--- src/slc_pkg.sv ---
package slc_pkg;
  // =====================================================
  // lane geometry
  localparam int unsigned SLC_NUM_LANES = 8;
  localparam int unsigned SLC_SEL_W = 3;
  localparam logic [7:0] SLC_CSUM_LANE_ID = 8'h03;

  // =====================================================
  // apb geometry
  localparam int unsigned SLC_ADDR_W = 16;
  localparam int unsigned SLC_DATA_W = 32;
  localparam int unsigned SLC_IDX_W = 12;

  // =====================================================
  // register indices, byte address is four times the index
  localparam logic [11:0] SLC_IDX_CSUM3 = 12'h5A3;
  localparam logic [11:0] SLC_IDX_PWRDN = 12'h5B0;
  localparam logic [11:0] SLC_IDX_MAP01 = 12'h5B2;
  localparam logic [11:0] SLC_IDX_MAP23 = 12'h5B3;

  // =====================================================
  // field positions
  localparam int unsigned SLC_MAP_LO_LSB = 0;
  localparam int unsigned SLC_MAP_HI_LSB = 4;

  // =====================================================
  // reset values
  localparam logic [7:0] SLC_CSUM3_RST = 8'hC6;
  localparam logic [7:0] SLC_PWRDN_RST = 8'h00;
  localparam logic [2:0] SLC_MAP_P0_RST = 3'h0;
  localparam logic [2:0] SLC_MAP_P1_RST = 3'h1;
  localparam logic [2:0] SLC_MAP_P2_RST = 3'h2;
  localparam logic [2:0] SLC_MAP_P3_RST = 3'h3;
  localparam logic [2:0] SLC_MAP_P4_RST = 3'h4;
  localparam logic [2:0] SLC_MAP_P5_RST = 3'h5;
  localparam logic [2:0] SLC_MAP_P6_RST = 3'h6;
  localparam logic [2:0] SLC_MAP_P7_RST = 3'h7;
endpackage : slc_pkg

--- src/slc_regs.sv ---
// Decided for this implementation: the APB slave port.
`timescale 1ns/1ps
module slc_regs #(
  parameter int unsigned LANE_W = 1,
  parameter int unsigned NUM_CFG = 12
) (
  // clock and reset
  input wire logic pclk,
  input wire logic presetn,
  // apb slave
  input wire logic psel,
  input wire logic penable,
  input wire logic pwrite,
  input wire logic [slc_pkg::SLC_ADDR_W-1:0] paddr,
  input wire logic [slc_pkg::SLC_DATA_W-1:0] pwdata,
  input wire logic [3:0] pstrb,
  output logic [slc_pkg::SLC_DATA_W-1:0] prdata,
  output logic pready,
  output logic pslverr,
  // lane 3 link configuration parameters, one byte each
  input wire logic [NUM_CFG*8-1:0] link_cfg_params,
  // logical lane streams
  input wire logic [slc_pkg::SLC_NUM_LANES*LANE_W-1:0] logical_lanes,
  // physical serial outputs
  output logic [LANE_W-1:0] serial_out_lane_0,
  output logic [LANE_W-1:0] serial_out_lane_1,
  output logic [LANE_W-1:0] serial_out_lane_2,
  output logic [LANE_W-1:0] serial_out_lane_3,
  output logic [LANE_W-1:0] serial_out_lane_4,
  output logic [LANE_W-1:0] serial_out_lane_5,
  output logic [LANE_W-1:0] serial_out_lane_6,
  output logic [LANE_W-1:0] serial_out_lane_7,
  // driver power-down controls
  output logic [slc_pkg::SLC_NUM_LANES-1:0] lane_powerdown
);
  import slc_pkg::*;

  // =====================================================
  // register state
  logic [7:0] csum_q;
  logic [7:0] csum_d;
  logic [7:0] pwrdn_q;
  logic [2:0] map_p0_q;
  logic [2:0] map_p1_q;
  logic [2:0] map_p2_q;
  logic [2:0] map_p3_q;
  logic pready_q;
  logic pslverr_q;
  logic [SLC_DATA_W-1:0] prdata_q;

  // =====================================================
  // address decode
  logic [SLC_IDX_W-1:0] idx;
  logic addr_ok;
  logic hit_csum;
  logic hit_pwrdn;
  logic hit_map01;
  logic hit_map23;
  logic setup;
  logic wr_en;
  logic [7:0] rd_byte;

  assign idx = paddr[SLC_IDX_W+1:2];
  assign addr_ok = (paddr[1:0] == 2'h0) && (paddr[SLC_ADDR_W-1:SLC_IDX_W+2] == '0);
  assign hit_csum = addr_ok && (idx == SLC_IDX_CSUM3);
  assign hit_pwrdn = addr_ok && (idx == SLC_IDX_PWRDN);
  assign hit_map01 = addr_ok && (idx == SLC_IDX_MAP01);
  assign hit_map23 = addr_ok && (idx == SLC_IDX_MAP23);
  assign setup = psel && !penable;
  // writes land only at the completing access edge; byte lane 0 holds all fields
  assign wr_en = psel && penable && pready_q && pwrite && !pslverr_q && pstrb[0];

  // =====================================================
  // checksum
  always_comb begin
    csum_d = SLC_CSUM_LANE_ID;
    for (int i = 0; i < NUM_CFG; i++) begin
      csum_d = csum_d + link_cfg_params[i*8 +: 8];
    end
  end

  // recomputed every cycle, so it follows the parameters with one cycle of lag
  always_ff @(posedge pclk or negedge presetn) begin
    if (!presetn) begin
      csum_q <= SLC_CSUM3_RST;
    end else begin
      csum_q <= csum_d;
    end
  end

  // =====================================================
  // power-down register
  always_ff @(posedge pclk or negedge presetn) begin
    if (!presetn) begin
      pwrdn_q <= SLC_PWRDN_RST;
    end else if (wr_en && hit_pwrdn) begin
      pwrdn_q <= pwdata[7:0];
    end
  end

  // =====================================================
  // lane assignment registers
  always_ff @(posedge pclk or negedge presetn) begin
    if (!presetn) begin
      map_p0_q <= SLC_MAP_P0_RST;
      map_p1_q <= SLC_MAP_P1_RST;
    end else if (wr_en && hit_map01) begin
      map_p0_q <= pwdata[SLC_MAP_LO_LSB +: SLC_SEL_W];
      map_p1_q <= pwdata[SLC_MAP_HI_LSB +: SLC_SEL_W];
    end
  end

  always_ff @(posedge pclk or negedge presetn) begin
    if (!presetn) begin
      map_p2_q <= SLC_MAP_P2_RST;
      map_p3_q <= SLC_MAP_P3_RST;
    end else if (wr_en && hit_map23) begin
      map_p2_q <= pwdata[SLC_MAP_LO_LSB +: SLC_SEL_W];
      map_p3_q <= pwdata[SLC_MAP_HI_LSB +: SLC_SEL_W];
    end
  end

  // =====================================================
  // read mux, reserved bits read zero
  always_comb begin
    rd_byte = 8'h00;
    if (hit_csum) begin
      rd_byte = csum_q;
    end else if (hit_pwrdn) begin
      rd_byte = pwrdn_q;
    end else if (hit_map01) begin
      rd_byte = {1'b0, map_p1_q, 1'b0, map_p0_q};
    end else if (hit_map23) begin
      rd_byte = {1'b0, map_p3_q, 1'b0, map_p2_q};
    end
  end

  // =====================================================
  // apb handshake: one access cycle, answer prepared during setup
  always_ff @(posedge pclk or negedge presetn) begin
    if (!presetn) begin
      pready_q <= 1'b0;
      pslverr_q <= 1'b0;
      prdata_q <= '0;
    end else begin
      pready_q <= setup;
      // writes to the read-only checksum are dropped silently, not flagged
      pslverr_q <= setup && !(hit_csum || hit_pwrdn || hit_map01 || hit_map23);
      if (setup && !pwrite) begin
        prdata_q <= {24'h000000, rd_byte};
      end else if (setup) begin
        prdata_q <= '0;
      end
    end
  end

  assign prdata = prdata_q;
  assign pready = pready_q;
  assign pslverr = pslverr_q;
  assign lane_powerdown = pwrdn_q;

  // =====================================================
  // crossbar
  logic [SLC_NUM_LANES*SLC_SEL_W-1:0] sel_all;
  logic [SLC_NUM_LANES*LANE_W-1:0] phys_all;

  // physical lanes 4 to 7 keep their default mapping in this block
  assign sel_all = {SLC_MAP_P7_RST, SLC_MAP_P6_RST, SLC_MAP_P5_RST, SLC_MAP_P4_RST,
                    map_p3_q, map_p2_q, map_p1_q, map_p0_q};

  slc_xbar #(
    .LANE_W(LANE_W)
  ) u_xbar (
    .pclk(pclk),
    .presetn(presetn),
    .logical_lanes(logical_lanes),
    .lane_sel(sel_all),
    .lane_pd(pwrdn_q),
    .phys_lanes(phys_all)
  );

  assign serial_out_lane_0 = phys_all[0*LANE_W +: LANE_W];
  assign serial_out_lane_1 = phys_all[1*LANE_W +: LANE_W];
  assign serial_out_lane_2 = phys_all[2*LANE_W +: LANE_W];
  assign serial_out_lane_3 = phys_all[3*LANE_W +: LANE_W];
  assign serial_out_lane_4 = phys_all[4*LANE_W +: LANE_W];
  assign serial_out_lane_5 = phys_all[5*LANE_W +: LANE_W];
  assign serial_out_lane_6 = phys_all[6*LANE_W +: LANE_W];
  assign serial_out_lane_7 = phys_all[7*LANE_W +: LANE_W];

  // =====================================================
  // assertions
  logic [LANE_W-1:0] pick_p1;
  logic [LANE_W-1:0] pick_p0;

  assign pick_p1 = logical_lanes[int'(map_p1_q)*LANE_W +: LANE_W];
  assign pick_p0 = logical_lanes[int'(map_p0_q)*LANE_W +: LANE_W];

  a_csum_follows: assert property (@(posedge pclk) disable iff (!presetn)
    $stable(link_cfg_params) |=> (csum_q == $past(csum_d)))
    else $error("checksum does not follow parameters");

  a_pd_bit_gate: assert property (@(posedge pclk) disable iff (!presetn)
    (pwrdn_q[3] && $past(pwrdn_q[3])) |-> (serial_out_lane_3 == '0))
    else $error("powered-down lane 3 not quiet");

  a_pd_write_lane: assert property (@(posedge pclk) disable iff (!presetn)
    (wr_en && hit_pwrdn) |=> (lane_powerdown == $past(pwdata[7:0])))
    else $error("power-down write not applied per lane");

  a_pd_reset_zero: assert property (@(posedge pclk)
    $rose(presetn) |-> (lane_powerdown == 8'h00))
    else $error("power-down not zero after reset");

  a_map1_field: assert property (@(posedge pclk) disable iff (!presetn)
    (wr_en && hit_map01) |=> (map_p1_q == $past(pwdata[6:4])) && (rd_byte[7] == 1'b0))
    else $error("lane 1 assignment not written");

  a_map0_field: assert property (@(posedge pclk) disable iff (!presetn)
    (wr_en && hit_map01) |=> (map_p0_q == $past(pwdata[2:0])) [*1])
    else $error("lane 0 assignment not written");

  a_map23_field: assert property (@(posedge pclk) disable iff (!presetn)
    (wr_en && hit_map23) |=> (map_p3_q == $past(pwdata[6:4])) && (map_p2_q == $past(pwdata[2:0])))
    else $error("lane 2 or 3 assignment not written");

  a_xbar_route: assert property (@(posedge pclk) disable iff (!presetn)
    (!pwrdn_q[1] && !pwrdn_q[0]) |=> (serial_out_lane_1 == $past(pick_p1))
      && (serial_out_lane_0 == $past(pick_p0)))
    else $error("crossbar routed wrong logical lane");

  a_apb_one_wait: assert property (@(posedge pclk) disable iff (!presetn)
    setup |=> pready ##1 !pready)
    else $error("apb answer not exactly one cycle");
endmodule : slc_regs

--- src/slc_xbar.sv ---
`timescale 1ns/1ps
module slc_xbar #(
  parameter int unsigned LANE_W = 1
) (
  // clock and reset
  input wire logic pclk,
  input wire logic presetn,
  // logical lanes, lane k at bits k*LANE_W
  input wire logic [slc_pkg::SLC_NUM_LANES*LANE_W-1:0] logical_lanes,
  // per physical lane selection and power-down
  input wire logic [slc_pkg::SLC_NUM_LANES*slc_pkg::SLC_SEL_W-1:0] lane_sel,
  input wire logic [slc_pkg::SLC_NUM_LANES-1:0] lane_pd,
  // physical lanes
  output logic [slc_pkg::SLC_NUM_LANES*LANE_W-1:0] phys_lanes
);
  import slc_pkg::*;

  logic [LANE_W-1:0] log_arr [SLC_NUM_LANES];

  // =====================================================
  // per lane select and gate
  genvar g;
  generate
    for (g = 0; g < SLC_NUM_LANES; g++) begin : g_lane
      assign log_arr[g] = logical_lanes[g*LANE_W +: LANE_W];
      // a powered-down lane holds zero so the receiver sees no stale data
      always_ff @(posedge pclk or negedge presetn) begin
        if (!presetn) begin
          phys_lanes[g*LANE_W +: LANE_W] <= '0;
        end else if (lane_pd[g]) begin
          phys_lanes[g*LANE_W +: LANE_W] <= '0;
        end else begin
          phys_lanes[g*LANE_W +: LANE_W] <= log_arr[lane_sel[g*SLC_SEL_W +: SLC_SEL_W]];
        end
      end
    end
  endgenerate
endmodule : slc_xbar

--- config.mk ---
export PLATFORM = sky130hd
export DESIGN_NAME = slc_regs
export DESIGN_NICKNAME = d
export VERILOG_FILES = /design/src/slc_pkg.sv /design/src/slc_regs.sv /design/src/slc_xbar.sv
export SDC_FILE = /design/constraint.sdc
export NUM_CORES = 1
export LEC_CHECK = 0
export BUFFER_PORTS_ARGS = -buffer_cell sky130_fd_sc_hd__buf_4
export CAP_MARGIN = 10
export CORE_AREA = 4 4 103 105
export CTS_CLUSTER_DIAMETER = 50
export DETAILED_ROUTE_END_ITERATION = 10
export DIE_AREA = 0 0 107 109
export GPL_ROUTABILITY_DRIVEN = 1
export PLACE_DENSITY_LB_ADDON = 0.08
export SYNTH_ARGS = -nofsm -noshare
export SYNTH_HDL_FRONTEND = slang
export SYNTH_SLANG_ARGS = --single-unit
--- constraint.sdc ---
create_clock -name pclk -period 4.3 [get_ports pclk]
set_input_delay 0.215 -clock pclk [delete_from_list [all_inputs] [get_ports pclk]]
set_output_delay 0.215 -clock pclk [all_outputs]
set_load 0.02 [all_outputs]
# Word-level counts from Yosys, hierarchy flattened
# Index checks and enable logic that the tools add are counted.
# classes
add_sub_neg	12
n_lt_le_gt_ge	4
reduce_logical	26
bitwise_logic	4
n_eq_ne	4
n_mux	26
# op_table
operator	count
8-bit adder	11
32-bit two-way mux	2
12-bit by 11-bit == test with 1-bit output, second input constant	4
4-bit >= comparator, second input constant	4
1-bit logical AND	16
1-bit two-way mux	16
8-bit two-way mux	2
3-bit NOT with 4-bit output	4
7-bit two-way mux	2
1-bit binary-select mux with 3-bit select	4
2-bit by 8-bit adder with 8-bit output, first input constant	1
1-bit logical NOT	4
2-bit logical NOT	2
1-bit logical OR	3
2-bit nonzero test	1
# word_totals
wordCells	93
out_inout_bits	50
input_bits	161
ff_bits	70

# Depth between registers and ports, before layout
# depth
word_depth	12
ltp_mapped	14

# By module
# Synthesis repeated with hierarchy kept, for this count alone.
# hier_totals
cells_unflattened	427
area_unflattened_um2	4636.9
# by_module_without_submodules
module	seq_area_each_um2	area_each_um2	n_inst	cells_per_inst
slc_regs	960.9	3837.4	1	353
slc_xbar	200.2	799.5	1	74

# Worst setup path before layout
# Ideal clock, no wire load.
# synth_path
path_kind	input-to-reg
startpoint	in link_cfg_params[17]
endpoint	reg csum_q[6]
path_buffers	0
setup_ns	0.075
path_stages	14
setup_slack_ns	0.355
arrival_time_ns	3.869
required_time_ns	4.225
cell_sequence	inv_1 -> fa_1 -> inv_1 -> fa_1 -> inv_1 -> fa_1 -> fa_1 -> fa_1 -> inv_1 -> ha_1 -> fa_1 -> a21o_1 -> a21oi_1 -> xnor2_1
# synth_between
elab_chain_len	10
# synth_lines
item	line	source
start: declaration	slc_regs.sv:21	input wire logic [NUM_CFG*8-1:0] link_cfg_params,
8-bit adder (10 in a row)	slc_regs.sv:78	csum_d = csum_d + link_cfg_params[i*8 +: 8];
net csum_d[6]	slc_regs.sv:41	logic [7:0] csum_d;
end signal: assignment	slc_regs.sv:87	csum_q <= csum_d;
end: declaration	slc_regs.sv:40	logic [7:0] csum_q;
# The timed path passes the listed nets, and every way through them passes these cells.
# A chain may end at the register's enable or synchronous reset.

# Worst setup path after layout
# Same ends and word-level chain as after synthesis.

==> metrics.md <==
| Metric | Value |
|---|---|
| Status | `completed` |
| Post-place setup slack | `0.0741 ns` |
| Sequential area share after synthesis | `0.271` |
| Vias per cell | `4.49` |
| Syn avg cell area | `11.2 sq um` |
| Port bufs | `159` |
| Die Y | `109 um` |
| Die Wd | `107 um` |
| Yosys warns | `0` |
| Reg clk slew, reported paths | `0.08 ns` |
| Max Fclk | `260 MHz` |
| Register bit count reported by yosys | `46` |
| Total inserted antenna cells | `0` |
| Worst skew pair latency | `0.30 ns` |
| Die area | `11700 sq um` |
| Final Util | `0.584` |
| Area growth, synth to finish | `31.1%` |
| Worst-Margin Slew | `0.902 ns` |
| Reg2reg end | `lane_powerdown[5]` |
| DRC violations left | `0` |
| Overall routing resource usage | `0.160` |
| Max-cap check violation count | `0` |
| Mux share of post-synthesis cell area | `0.111` |
| Post-synthesis xor/xnor area fraction | `0.0522` |
| CTS tree | `yes` |
| Setup Fix Bufs, Post-CTS | `0` |
| Startpoint Class | `primary input` |
| CP Capture Type | `register` |
| Final setup vio count | `0` |
| Skew final | `0.00610 ns` |
| Final hold violations | `0` |
| Fin Setup TNS | `0 ns` |
| Crit Path Max Fanout | `2` |
| FP Rows | `36` |
| Routed WL | `9.13 mm` |
| RSZ-0062 raised after global routing | `no` |
| Period utilization | `0.896` |
| Largest family of logic cells by synthesized area | `adder cells` |
| Clk Tree Root Cell | `clkbuf_8` |
| H-tree depth | `2` |
| Post-route setup slack | `0.447 ns` |
| Leakage power | `0.00294 uW` |
| Vias | `3043` |
| Final Slew Violations | `0` |
| Gate Count Post-Synth | `382` |
| Starting DRT DRC Count | `121` |
| Vias in the first global route | `3296` |
| WL per Instance | `13.5 um` |
| Launching point of the worst reg2reg path | `pslverr` |
| Final min period | `3.85 ns` |
| Post-Synth Simple-Gate Area | `0.0668` |
| Mapped cell area | `4290 sq um` |
| Grt ovf | `0` |
| Core region area | `9640 sq um` |
| Top Ports | `211` |
| Kind of critical path | `in -> reg` |
| VDD IR max | `389 uV` |
| Complex-gate fraction of the synthesized area | `0.0437` |
| Power Dens Cells | `459 nW/um^2` |
| Starting density of the core | `0.445` |
| Fill cells | `857` |
| Critical hold path startpoint | `pwdata[7]` |
| Pre-Repair DR Iteration Count | `4` |
| Number of buffers created by CTS | `5` |
| Worst Hold Class | `in -> reg` |
| Leading cell type in the layout, fill and taps excluded | `buf_4` |
| Nets | `778` |
| Max-slew headroom | `0.394` |
| Routability cong. | `0.847` |
| R2r worst-path depth | `5` |
| Synth Area in Adders | `0.328` |
| CTS Buffer Depth | `2` |
| Remaining antenna violation count | `0` |
| Largest net degree at the start of global routing | `47` |
| Antenna violations before repair | `0` |
| CP arrival | `4.08 ns` |
| Post-DP HPWL | `8.02 mm` |
| WHS Endpoint | `lane_powerdown[7]` |
| Synth cell types | `36` |
| CP required | `4.53 ns` |
| Hold Path Stages | `2` |
| Most frequent cells in the layout | `159 x buf_4, 90 x inv_1, 64 x fa_1, 38 x dfrtp_1, 24 x conb_1` |
| R2r setup slk | `2.03 ns` |
| First-pass GRT wire length | `14.8 mm` |
| Share of layout cells above drive strength 1 | `0.377` |
| CTS sink count | `46` |
## metrics by stage
| step | cells | instance area [sq um] | total power [uW] | hold WS, ns |
|---|---|---|---|---|
| floorplan | 405 | 4380 | 1980 | -0.0806 |
| global placement | 668 | 5530 | 2370 | 0.249 |
| detailed placement | 668 | 5530 | 2380 | 0.252 |
| CTS | 677 | 5630 | 2650 | 0.131 |
| global route | 677 | 5630 | 2920 | 0.129 |
| finish | 677 | 5630 | 2580 | 0.138 |
## cell type report
| type | instances | area [sq um] | area share |
|---|---|---|---|
| Tap cell | 133 | 166 | 0.0296 |
| Multi-Input combinational cell | 240 | 2670 | 0.475 |
| Inverter | 90 | 338 | 0.0601 |
| Clock buffer | 6 | 72.6 | 0.0129 |
| Timing Repair Buffer | 160 | 1200 | 0.214 |
| Clock inverter | 2 | 13.8 | 0.00245 |
| Sequential cell | 46 | 1160 | 0.206 |
## where the power goes
part	switching (uW)	total (uW)	leakage (uW)	internal [uW]
Combinational	836	1770	0.00231	937
Sequential	13.9	550	0.000584	536
Clock	143	257	0.0000452	115
## critical path, stage by stage
cell and delay (ns):
buf_4 0.08, inv_1 0.04, fa_1 0.52, inv_1 0.05
fa_1 0.54, inv_1 0.05, fa_1 0.46, fa_1 0.41
fa_1 0.52, inv_1 0.04, ha_1 0.20, fa_1 0.46
a21o_1 0.19, a21oi_1 0.16, xnor2_1 0.14
## flip-flops by register name, summed over array words and instances, names as in the netlist
name               cells
u_xbar.phys_lanes      8
csum_q                 8
prdata                 8
pslverr                1
map_p0_q               3
pready                 1
map_p2_q               3
map_p3_q               3
map_p1_q               3
lane_powerdown         8
## cells by family (layout without fill, tap and decap cells)
kind of cell	Yosys count	in the layout
compound gates	30	30
xor+xnor	24	24
fa+ha+maj	74	74
buf+inv	119	258
flops	46	46
mux	32	32
other cells	1	24
simple gates	56	56
## per-layer routing
layer	track usage	part of all wire
met1	0.215	0.39
met2	0.271	0.52
met3	0.0308	0.079
met4	0.0384	0.0070
met5	0	0
## how the worst max path moves through the flow
stage,from,to,cells past startpoint
after global routing,link_cfg_params[17],csum_q[7],15
after detailed placement,link_cfg_params[17],csum_q[6],15
after floorplan,link_cfg_params[17],csum_q[6],14
after global placement,link_cfg_params[51],csum_q[7],13
final,link_cfg_params[17],csum_q[6],15
after CTS,link_cfg_params[17],csum_q[6],15
## repair_timing
item                                    4_1_cts  5_1_grt
hold endpoints to repair                     38        0
hold buffers                                  1        0
resized for setup                             0        0
endpoints found under the setup margin        0        0
## cells in the mapped netlist, drive strengths merged
library cell | instances | area share
xor2 | 3 | 0.0061
nor2 | 23 | 0.020
mux2i | 4 | 0.0093
nand4b | 1 | 0.0020
dfrtp | 38 | 0.22
nor4b | 1 | 0.0020
mux4 | 8 | 0.042
a21o | 2 | 0.0035
nand3b | 1 | 0.0018
a22oi | 7 | 0.012
o21ai | 5 | 0.0058
mux2 | 20 | 0.059
xnor3 | 1 | 0.0052
inv | 90 | 0.079
or4b | 2 | 0.0064
o31ai | 6 | 0.010
conb | 1 | 0.00087
nand2b | 2 | 0.0029
nand2 | 14 | 0.012
or4bb | 1 | 0.0026
buf | 26 | 0.046
fa | 64 | 0.30
nor2b | 4 | 0.0058
or3 | 2 | 0.0029
clkbuf | 3 | 0.0026
nor4 | 1 | 0.0015
ha | 10 | 0.029
xnor2 | 20 | 0.041
dfstp | 8 | 0.049
nand3 | 1 | 0.0012
nor3b | 1 | 0.0029
nor3 | 2 | 0.0023
a21oi | 10 | 0.012
Note: power is estimated with default switching activity, not from simulation.
